`src/common/dofs_pkg.sv`:
```
// Package for the digital output function select block.
// Assumes a single core_clk domain and a plain register port.
package dofs_pkg;
   localparam int unsigned NUM_OUT     = 5;
   localparam int unsigned CODE_W      = 6;
   localparam int unsigned POS_W       = 32;
   localparam int unsigned VEL_W       = 32;
   localparam int unsigned ADDR_W      = 8;
   localparam int unsigned DATA_W      = 32;

   // Function codes
   localparam logic [5:0] FC_ALERT     = 6'h11;
   localparam logic [5:0] FC_NEG_LIM   = 6'h13;
   localparam logic [5:0] FC_POS_LIM   = 6'h14;
   localparam logic [5:0] FC_REC_DONE  = 6'h15;
   localparam logic [5:0] FC_CAP_DONE  = 6'h16;
   localparam logic [5:0] FC_MOT_DONE  = 6'h17;
   localparam logic [5:0] FC_VEL_OK    = 6'h19;
   localparam logic [5:0] FC_FORCE_LO  = 6'h30;
   localparam logic [5:0] FC_FORCE_HI  = 6'h37;

   // Register offsets
   localparam logic [7:0] A_CODE0      = 8'h00;
   localparam logic [7:0] A_FORCE      = 8'h14;
   localparam logic [7:0] A_NEG_LIM    = 8'h18;
   localparam logic [7:0] A_POS_LIM    = 8'h1c;
   localparam logic [7:0] A_VEL_WIN    = 8'h20;
   localparam logic [7:0] A_NEG_RAMP   = 8'h24;
   localparam logic [7:0] A_POS_RAMP   = 8'h28;
   localparam logic [7:0] A_STATUS     = 8'h2c;
   localparam logic [7:0] A_IRQ_STAT   = 8'h30;
   localparam logic [7:0] A_IRQ_MASK   = 8'h34;
   localparam logic [7:0] A_PINS       = 8'h38;

   localparam logic [7:0] FORCE_RST    = 8'h00;
   localparam logic [5:0] CODE_RST     = 6'h00;

   // Interrupt status bit positions
   localparam int unsigned IRQ_W       = 4;
   localparam int unsigned IB_NEG      = 0;
   localparam int unsigned IB_POS      = 1;
   localparam int unsigned IB_REC      = 2;
   localparam int unsigned IB_CAP      = 3;

   typedef struct packed {
      logic hw_limit_trip;
      logic undervoltage;
      logic node_guard_alert;
      logic operational_stop_input;
   } dofs_alert_t;

   typedef struct packed {
      logic record_done;
      logic capture_one_done;
      logic position_settled;
   } dofs_motion_t;

   typedef struct packed {
      logic               decel_req;
      logic [DATA_W-1:0]  decel_ramp;
   } dofs_decel_t;
endpackage

```
`src/logic/dofs_top.sv`:
```
// Digital output function select: five outputs, each choosing a
// status condition or a bit of a software word by function code.
// Assumes synchronous status inputs and a one-cycle read-data port.
`timescale 1ns/1ps
module dofs_top
   import dofs_pkg::*;
#(
   parameter int unsigned N_OUT = dofs_pkg::NUM_OUT
) (
   input  wire logic                          core_clk,
   input  wire logic                          rst_n,
   input  wire logic [dofs_pkg::ADDR_W-1:0]   reg_addr,
   input  wire logic [dofs_pkg::DATA_W-1:0]   reg_wdata,
   input  wire logic                          reg_wr,
   input  wire logic                          reg_rd,
   output      logic [dofs_pkg::DATA_W-1:0]   reg_rdata,
   input  wire dofs_pkg::dofs_alert_t         alert_in,
   input  wire dofs_pkg::dofs_motion_t        motion_in,
   input  wire logic signed [dofs_pkg::POS_W-1:0] position,
   input  wire logic signed [dofs_pkg::VEL_W-1:0] vel_actual,
   input  wire logic signed [dofs_pkg::VEL_W-1:0] vel_target,
   output      logic [N_OUT-1:0]              dout,
   output      logic                          alert_out,
   output      dofs_pkg::dofs_decel_t         decel_out,
   output      logic                          irq
);
   import dofs_pkg::*;

   logic [CODE_W-1:0]       code_ff [N_OUT];
   logic [7:0]              output_force_word_ff;
   logic [POS_W-1:0]        neg_soft_limit_value_ff;
   logic [POS_W-1:0]        pos_soft_limit_value_ff;
   logic [VEL_W-1:0]        velocity_window_ff;
   logic [DATA_W-1:0]       neg_ramp_ff;
   logic [DATA_W-1:0]       pos_ramp_ff;
   logic [IRQ_W-1:0]        irq_stat_ff;
   logic [IRQ_W-1:0]        irq_mask_ff;
   logic [IRQ_W-1:0]        ev_prev_ff;
   logic [N_OUT-1:0]        dout_ff;
   logic                    alert_ff;
   dofs_decel_t             decel_ff;
   logic                    irq_ff;
   logic [DATA_W-1:0]       rdata_ff;

   wire logic               neg_soft_limit_hit;
   wire logic               pos_soft_limit_hit;
   wire logic               velocity_reached;
   wire logic               alert_any;
   wire logic [N_OUT-1:0]   nxt_dout;
   wire logic [IRQ_W-1:0]   ev_now;
   wire logic [IRQ_W-1:0]   ev_rise;
   wire logic [IRQ_W-1:0]   nxt_irq_stat;
   wire logic [IRQ_W-1:0]   stat_clr;
   wire logic               nxt_alert;
   wire dofs_decel_t        nxt_decel;
   wire logic [DATA_W-1:0]  nxt_rdata;
   wire logic [DATA_W-1:0]  code_rd;
   wire logic               code_hit;
   wire logic [ADDR_W-1:0]  code_idx;

   dofs_limit_check #(
      .POS_W (POS_W),
      .VEL_W (VEL_W)
   ) u_limit (
      .position   (position),
      .neg_limit  (neg_soft_limit_value_ff),
      .pos_limit  (pos_soft_limit_value_ff),
      .vel_actual (vel_actual),
      .vel_target (vel_target),
      .vel_window (velocity_window_ff),
      .neg_hit    (neg_soft_limit_hit),
      .pos_hit    (pos_soft_limit_hit),
      .vel_ok     (velocity_reached)
   );

   assign alert_any = alert_in.hw_limit_trip | alert_in.undervoltage
                    | alert_in.node_guard_alert
                    | alert_in.operational_stop_input;

   // Software limit also counts as an alert condition for alert_out, but not in alert_any used by FC_ALERT and status
   assign nxt_alert = alert_any | neg_soft_limit_hit
                    | pos_soft_limit_hit;

   // Negative limit wins if both tripped (misconfigured limits)
   assign nxt_decel.decel_req  = neg_soft_limit_hit
                               | pos_soft_limit_hit;
   assign nxt_decel.decel_ramp = neg_soft_limit_hit ? neg_ramp_ff
                                                    : pos_ramp_ff;

   genvar gi;
   generate
      for (gi = 0; gi < N_OUT; gi++) begin : g_out
         dofs_out_select u_sel (
            .code         (code_ff[gi]),
            .alert        (alert_any),
            .neg_hit      (neg_soft_limit_hit),
            .pos_hit      (pos_soft_limit_hit),
            .record_done  (motion_in.record_done),
            .capture_done (motion_in.capture_one_done),
            .settled      (motion_in.position_settled),
            .vel_ok       (velocity_reached),
            .force_word   (output_force_word_ff),
            .level        (nxt_dout[gi])
         );
      end
   endgenerate

   // Register decode
   assign code_idx = reg_addr >> 2;
   assign code_hit = (reg_addr[1:0] == 2'b00)
                   && (code_idx < ADDR_W'(N_OUT));
   assign code_rd  = code_hit
                   ? DATA_W'(code_ff[code_idx[$clog2(N_OUT)-1:0]])
                   : '0;

   assign ev_now       = {motion_in.capture_one_done,
                          motion_in.record_done,
                          pos_soft_limit_hit,
                          neg_soft_limit_hit};
   assign ev_rise      = ev_now & ~ev_prev_ff;
   assign stat_clr     = (reg_wr && reg_addr == A_IRQ_STAT)
                       ? reg_wdata[IRQ_W-1:0] : '0;
   // A new event beats a simultaneous clear
   assign nxt_irq_stat = (irq_stat_ff & ~stat_clr) | ev_rise;

   assign nxt_rdata =
        code_hit                ? code_rd
      : reg_addr == A_FORCE     ? DATA_W'(output_force_word_ff)
      : reg_addr == A_NEG_LIM   ? DATA_W'(neg_soft_limit_value_ff)
      : reg_addr == A_POS_LIM   ? DATA_W'(pos_soft_limit_value_ff)
      : reg_addr == A_VEL_WIN   ? DATA_W'(velocity_window_ff)
      : reg_addr == A_NEG_RAMP  ? neg_ramp_ff
      : reg_addr == A_POS_RAMP  ? pos_ramp_ff
      : reg_addr == A_STATUS    ? DATA_W'({velocity_reached,
                                           pos_soft_limit_hit,
                                           neg_soft_limit_hit,
                                           alert_any})
      : reg_addr == A_IRQ_STAT  ? DATA_W'(irq_stat_ff)
      : reg_addr == A_IRQ_MASK  ? DATA_W'(irq_mask_ff)
      : reg_addr == A_PINS      ? DATA_W'(dout_ff)
      : '0;

   generate
      for (gi = 0; gi < N_OUT; gi++) begin : g_code
         always_ff @(posedge core_clk or negedge rst_n) begin
            if (!rst_n) begin
               code_ff[gi] <= CODE_RST;
            end else if (reg_wr && reg_addr == A_CODE0 + ADDR_W'(gi*4)) begin
               code_ff[gi] <= reg_wdata[CODE_W-1:0];
            end
         end
      end
   endgenerate

   always_ff @(posedge core_clk or negedge rst_n) begin
      if (!rst_n) begin
         output_force_word_ff    <= FORCE_RST;
         neg_soft_limit_value_ff <= '0;
         pos_soft_limit_value_ff <= '0;
         velocity_window_ff      <= '0;
         neg_ramp_ff             <= '0;
         pos_ramp_ff             <= '0;
         irq_mask_ff             <= '0;
      end else if (reg_wr) begin
         case (reg_addr)
            A_FORCE:    output_force_word_ff <= reg_wdata[7:0];
            A_NEG_LIM:  neg_soft_limit_value_ff <= reg_wdata[POS_W-1:0];
            A_POS_LIM:  pos_soft_limit_value_ff <= reg_wdata[POS_W-1:0];
            A_VEL_WIN:  velocity_window_ff <= reg_wdata[VEL_W-1:0];
            A_NEG_RAMP: neg_ramp_ff <= reg_wdata;
            A_POS_RAMP: pos_ramp_ff <= reg_wdata;
            A_IRQ_MASK: irq_mask_ff <= reg_wdata[IRQ_W-1:0];
            default: ;
         endcase
      end
   end

   always_ff @(posedge core_clk or negedge rst_n) begin
      if (!rst_n) begin
         dout_ff     <= '0;
         alert_ff    <= 1'b0;
         decel_ff    <= '0;
         irq_stat_ff <= '0;
         ev_prev_ff  <= '0;
         irq_ff      <= 1'b0;
         rdata_ff    <= '0;
      end else begin
         dout_ff     <= nxt_dout;
         alert_ff    <= nxt_alert;
         decel_ff    <= nxt_decel;
         irq_stat_ff <= nxt_irq_stat;
         ev_prev_ff  <= ev_now;
         irq_ff      <= |(nxt_irq_stat & irq_mask_ff);
         rdata_ff    <= reg_rd ? nxt_rdata : '0;
      end
   end

   assign dout      = dout_ff;
   assign alert_out = alert_ff;
   assign decel_out = decel_ff;
   assign irq       = irq_ff;
   assign reg_rdata = rdata_ff;

   // Assertions per output slot, so whichever slot a test uses is watched
   generate
      for (gi = 0; gi < N_OUT; gi++) begin : g_chk
         chk_force_follow: assert property (@(posedge core_clk)
            disable iff (!rst_n)
            (code_ff[gi] >= FC_FORCE_LO && code_ff[gi] <= FC_FORCE_HI)
            |=> dout[gi]
                == $past(output_force_word_ff[code_ff[gi][2:0]]))
            else $error("forced output does not follow word bit");
         chk_alert_sel: assert property (@(posedge core_clk)
            disable iff (!rst_n)
            code_ff[gi] == FC_ALERT |=> dout[gi] == $past(alert_any))
            else $error("alert code output mismatch");
         chk_neg_limit: assert property (@(posedge core_clk)
            disable iff (!rst_n)
            (code_ff[gi] == FC_NEG_LIM && $signed(position)
             <= $signed(neg_soft_limit_value_ff)) |=> dout[gi])
            else $error("negative limit not shown");
         chk_pos_limit: assert property (@(posedge core_clk)
            disable iff (!rst_n)
            (code_ff[gi] == FC_POS_LIM && $signed(position)
             >= $signed(pos_soft_limit_value_ff)) |=> dout[gi])
            else $error("positive limit not shown");
         chk_record_done: assert property (@(posedge core_clk)
            disable iff (!rst_n)
            code_ff[gi] == FC_REC_DONE
            |=> dout[gi] == $past(motion_in.record_done))
            else $error("record done output mismatch");
         chk_capture_done: assert property (@(posedge core_clk)
            disable iff (!rst_n)
            code_ff[gi] == FC_CAP_DONE
            |=> dout[gi] == $past(motion_in.capture_one_done))
            else $error("capture output mismatch");
         chk_motion_and: assert property (@(posedge core_clk)
            disable iff (!rst_n)
            code_ff[gi] == FC_MOT_DONE
            |=> dout[gi] == $past(motion_in.record_done
                                  && motion_in.position_settled))
            else $error("motion done output mismatch");
         chk_vel_sel: assert property (@(posedge core_clk)
            disable iff (!rst_n)
            code_ff[gi] == FC_VEL_OK
            |=> dout[gi] == $past(velocity_reached))
            else $error("velocity output mismatch");
         chk_reserved_low: assert property (@(posedge core_clk)
            disable iff (!rst_n)
            (code_ff[gi] == 6'h12 || code_ff[gi] == 6'h18
             || (code_ff[gi] > FC_VEL_OK && code_ff[gi] < FC_FORCE_LO)
             || code_ff[gi] > FC_FORCE_HI)
            |=> !dout[gi])
            else $error("reserved code drives output");
      end
   endgenerate

   chk_limit_decel: assert property (@(posedge core_clk)
      disable iff (!rst_n)
      neg_soft_limit_hit |=> alert_out && decel_out.decel_req
      && decel_out.decel_ramp == $past(neg_ramp_ff))
      else $error("negative limit decel missing");
   // Positive ramp only when the negative limit is clear
   chk_pos_decel: assert property (@(posedge core_clk)
      disable iff (!rst_n)
      pos_soft_limit_hit && !neg_soft_limit_hit
      |=> alert_out && decel_out.decel_req
      && decel_out.decel_ramp == $past(pos_ramp_ff))
      else $error("positive limit decel missing");

   cov_force_bit: cover property (@(posedge core_clk) disable iff (!rst_n)
      code_ff[0] == FC_FORCE_HI ##1 dout[0]);
   cov_limit_hit: cover property (@(posedge core_clk) disable iff (!rst_n)
      pos_soft_limit_hit ##1 decel_out.decel_req);
   cov_motion_done: cover property (@(posedge core_clk) disable iff (!rst_n)
      code_ff[0] == FC_MOT_DONE ##1 dout[0]);
   cov_irq: cover property (@(posedge core_clk) disable iff (!rst_n)
      $rose(irq));
endmodule

```
`src/logic/dofs_limit_check.sv`:
```
// Software limit and velocity window comparators.
// Assumes position and velocities are signed and in core_clk domain.
`timescale 1ns/1ps
module dofs_limit_check #(
   parameter int unsigned POS_W = 32,
   parameter int unsigned VEL_W = 32
) (
   input  wire logic signed [POS_W-1:0] position,
   input  wire logic signed [POS_W-1:0] neg_limit,
   input  wire logic signed [POS_W-1:0] pos_limit,
   input  wire logic signed [VEL_W-1:0] vel_actual,
   input  wire logic signed [VEL_W-1:0] vel_target,
   input  wire logic        [VEL_W-1:0] vel_window,
   output      logic                    neg_hit,
   output      logic                    pos_hit,
   output      logic                    vel_ok
);
   wire logic signed [VEL_W:0] vel_diff;
   wire logic        [VEL_W:0] vel_abs;

   assign neg_hit  = position <= neg_limit;
   assign pos_hit  = position >= pos_limit;
   assign vel_diff = {vel_actual[VEL_W-1], vel_actual}
                   - {vel_target[VEL_W-1], vel_target};
   assign vel_abs  = vel_diff[VEL_W] ? (VEL_W+1)'(0) - vel_diff
                                     : vel_diff;
   // Window is inclusive on both sides
   assign vel_ok   = vel_abs <= {1'b0, vel_window};
endmodule

```
`src/logic/dofs_out_select.sv`:
```
// One output's function decode from its code and the status bits.
// Assumes all inputs already registered or synchronous to core_clk.
`timescale 1ns/1ps
module dofs_out_select
   import dofs_pkg::*;
(
   input  wire logic [5:0] code,
   input  wire logic       alert,
   input  wire logic       neg_hit,
   input  wire logic       pos_hit,
   input  wire logic       record_done,
   input  wire logic       capture_done,
   input  wire logic       settled,
   input  wire logic       vel_ok,
   input  wire logic [7:0] force_word,
   output      logic       level
);
   wire logic       in_force;
   wire logic [2:0] force_idx;

   assign in_force  = (code >= FC_FORCE_LO) && (code <= FC_FORCE_HI);
   assign force_idx = code[2:0];

   always_comb begin
      case (code)
         FC_ALERT:    level = alert;
         FC_NEG_LIM:  level = neg_hit;
         FC_POS_LIM:  level = pos_hit;
         FC_REC_DONE: level = record_done;
         FC_CAP_DONE: level = capture_done;
         FC_MOT_DONE: level = record_done & settled;
         FC_VEL_OK:   level = vel_ok;
         default:     level = in_force ? force_word[force_idx]
                                       : 1'b0;
      endcase
   end
endmodule

```
`config.mk`:
```
export PLATFORM = sky130hd
export DESIGN_NAME = dofs_top
export DESIGN_NICKNAME = d
export VERILOG_FILES = /design/src/common/dofs_pkg.sv /design/src/logic/dofs_top.sv /design/src/logic/dofs_limit_check.sv /design/src/logic/dofs_out_select.sv
export SDC_FILE = /design/constraint.sdc
export NUM_CORES = 1
export LEC_CHECK = 0
export ABC_CLOCK_PERIOD_IN_PS = 9300
export BUFFER_PORTS_ARGS = -buffer_cell sky130_fd_sc_hd__buf_2
export CORE_ASPECT_RATIO = 1.2
export CORE_MARGIN = 3
export CORE_UTILIZATION = 25
export DETAILED_ROUTE_END_ITERATION = 12
export PLACE_DENSITY_LB_ADDON = 0.1
export SYNTH_ARGS = -nofsm -noshare
export SYNTH_HDL_FRONTEND = slang
export SYNTH_SLANG_ARGS = --single-unit
```
`constraint.sdc`:
```
create_clock -name core_clk -period 9.3 [get_ports core_clk]
set_input_delay 0.93 -clock core_clk [delete_from_list [all_inputs] [get_ports core_clk]]
set_output_delay 0.93 -clock core_clk [all_outputs]
set_load 0.05 [all_outputs]
```
==> metrics.md <==
| Metric | Value |
|---|---|
| Status | completed |
| Global-route wire length before repair | between 90,000 and 100,000 um |
| Overall power | ~0.0036 W |
| Post-DP HPWL | 47,700 um |
| Adder-Cell Fraction of Synth Area | 0.0929 |
| EDFF count, synth | 0 |
| Average cell area after synthesis | between 10 and 15 um2 |
| Clock sink total | 282 |
| CP Class | input port to flip-flop |
| Vias in the first global route | around 15k |
| WP data arrival | about 6.7 ns |
| Row cnt | approximately 110 |
| Synthesized instance count | about 1.7k |
| CORE AREA | 0.0690 mm2 |
| Post_cts resized | 0 |
| Yosys reg bits | 282 |
| Number of endpoints failing setup at the final stage | 0 |
| Max Clock Freq | 161 MHz |
| Ys Warns | 0 |
| Syn Nets | just under 2k |
| GRT Resource Usage Total | 0.173 |
| CTS root buffer | clkbuf_16 |
| Die area | around 0.074 mm2 |
| Top cells by count, synth | 282 x dfrtp_1, 232 x mux2_2, 151 x inv_1, 129 x ha_1, 116 x nand2_1 |
| Synth Area in Compound Gates | 0.155 |
| I/O pin cnt | 219 |
| Routed Antenna Nets | 0 |
| PwrDens | 170 mW/mm2 |
| Count leader, synth | dfrtp_1 |
| # DRC | 0 |
| Largest family of logic cells by synthesized area | multiplexers |
| Ys async rst share | 1.00 |
| Worst Max-Slew Pin Slew | around 1.0 ns |
| Final worst-path cycle share | 0.669 |
| Top cells by area, synth | dfrtp_1 40%, mux2_2 15%, ha_1 9.2% |
| Max stage delay on crit path | around 0.72 ns |
| Grt ovf | 0 |
| Area leader, netlist | dfrtp_1 |
| TritonCTS clock tree | built |
| WL final | roughly 65,000 um |
| Initial antenna violation count | 6 |
| Worst-Skew Late Latency | 0.54 ns |
| Total CTS buffers | 36 |
| Average wire per standard cell | 22.9 um |
| VDD IR-drop max | 0.0964 mV |
| Postcts setup bufs | 0 |
| Area grow syn2layout | 19.3% |
| DR iter-0 viols | between 700 and 800 |
| Largest net degree at the start of global routing | 80 |
| Crit-path max FO | 28 |
| Share of the synthesized area in the top cell type | 0.401 |
| Req. time, crit path | slightly below 10 ns |
| Final hold vios | 0 |
| CTS max path bufs | 3 |
| Max-cap viol count | 0 |
| Tmin final | 6.22 ns |
| Pins Over Slew Limit | 0 |
| DR vias/cell | 5.04 |
| Vias after detailed routing | approximately 14k |
| DIE WIDTH | ~250 um |
| Setup crit start kind | input port |
| Clk_skew | ~0.019 ns |
| # nets final | about 2.2k |
| Post-synthesis xor/xnor area fraction | 0.0259 |
| Synth Cell Area | around 0.018 mm2 |
| Gpl congestion | approximately 0.84 |
| Seq/Total Area, Yosys | 0.401 |
| Inst Count DP | 2,776 |
| H-tree depth | 2 |
| Setup total negative slack | 0 ns |
| Ratio of cells with drive above 1 in the final layout | 0.295 |
| Number of port buffers | approximately 220 |
| RSZ-0062 raised after global routing | no |
| Pleak | just under 10 nW |
| Worst min path class | input port to async pin |
| Synth unique cells | 78 |
| Post-synthesis mux area share | 0.172 |
| Non-Filler Instances | roughly 2.8k |
| Pre-antenna DRT Iters | 7 |
| Slew HR | 0.309 |
| Number of hold buffers added after CTS | 0 |
| CP max-delay cell | o22ai_2 |
| Simple-gate share of the synthesized area | 0.104 |
| Hold slack final | between 0.3 and 0.4 ns |
| Clock transition at path regs | about 0.06 ns |
| Die Ht | roughly 300 um |
| Starting density of the core | 0.255 |
| Synth Flop Type | dfrtp_1 |
| Critical Path Sink Type | flip-flop |
-- cell usage in the layout (no fill, tap or decap), types with 29 or more instances in the layout --
| cell type | count |
|---|---|
| a21o_1 | 32 |
| a21oi_1 | 98 |
| a22oi_1 | 53 |
| buf_2 | 217 |
| clkbuf_16 | 37 |
| dfrtp_1 | 282 |
| ha_1 | 129 |
| inv_1 | 151 |
| mux2_2 | 232 |
| nand2_1 | 116 |
| nand3_1 | 31 |
| nand4_1 | 29 |
| nor2_1 | 58 |
| o21ai_0 | 61 |
| xnor2_1 | 32 |
-- path summary, 6_finish.rpt --
| check | from | end | slack (ns) | depth (start not counted) |
|---|---|---|---|---|
| worst max-delay path | vel_actual[0] | dout[0] | 3.08 | 25 |
| worst min-delay path | rst_n | irq | 0.33 | 1 |
| worst max register to register | neg_soft_limit_value_ff[29] | irq | 5.16 | 12 |
| worst min register to register | ev_prev_ff[0] | irq_stat_ff[0] | 0.46 | 1 |
| max in group asynchronous | rst_n | neg_soft_limit_value_ff[19] | 6.58 | 3 |
| min in group core_clk | ev_prev_ff[0] | irq_stat_ff[0] | 0.46 | 1 |
-- stage by stage --
step	utilization	setup slack [ns]	cell area, um2
2_1_floorplan	-	3.75	17600
3_3_place_gp	0.286	2.63	19700
3_5_place_dp	0.286	2.47	19700
4_1_cts	0.304	3.05	21000
5_1_grt	0.304	2.51	21000
6_report	0.304	3.08	21000
-- state kept, by name (all words and copies together) (netlist names), 5 cells and up --
signal and cells:
velocity_window_ff 32, decel_out 33, code_ff 30, pos_soft_limit_value_ff 32, neg_soft_limit_value_ff 32, neg_ramp_ff 32
reg_rdata 32, output_force_word_ff 8, pos_ramp_ff 32, dout 5
-- logic make-up after synthesis --
kind of cell	Yosys count
buffers and inverters	222
and+or+nand+nor	360
DFF	282
muxes	254
adders and majority gates	130
xor gates and xnor gates	52
AOI/OAI and AO/OA	403
-- metal layers --
layer  up-vias  track usage  wire length (um)
li1       6653            -                 -
met1      7284        0.220             27700
met2       325        0.307             32700
met3        84       0.0205              2610
met4         0       0.0559              1940
met5         -            0                 0
-- cell type report --
cell class | instances | area [um2]
fill | 7237 | 48000
multi-input combinational | 1199 | 9720
sequential | 282 | 7060
timing repair buffer | 235 | 1230
tap | 909 | 1140
clock buffer | 51 | 1030
inverter | 151 | 567
clock inverter | 13 | 243
antenna | 4 | 10.0
-- power by group --
group | switching, W | internal, W | total, W | leakage (nW)
Clock | 0.000555 | 0.000963 | 0.00152 | 0.621
Combinational | 0.000431 | 0.000281 | 0.000712 | 5.22
Sequential | 0.0000513 | 0.00128 | 0.00133 | 3.86
-- critical path, delay by kind of cell --
kind | cells | cell delay, ns
compound gates | 14 | 3.64
xor+xnor | 1 | 0.21
buf+inv | 4 | 0.68
simple gates | 3 | 0.45
fa+ha+maj | 3 | 0.74
Note: power is estimated with default switching activity, not from simulation.
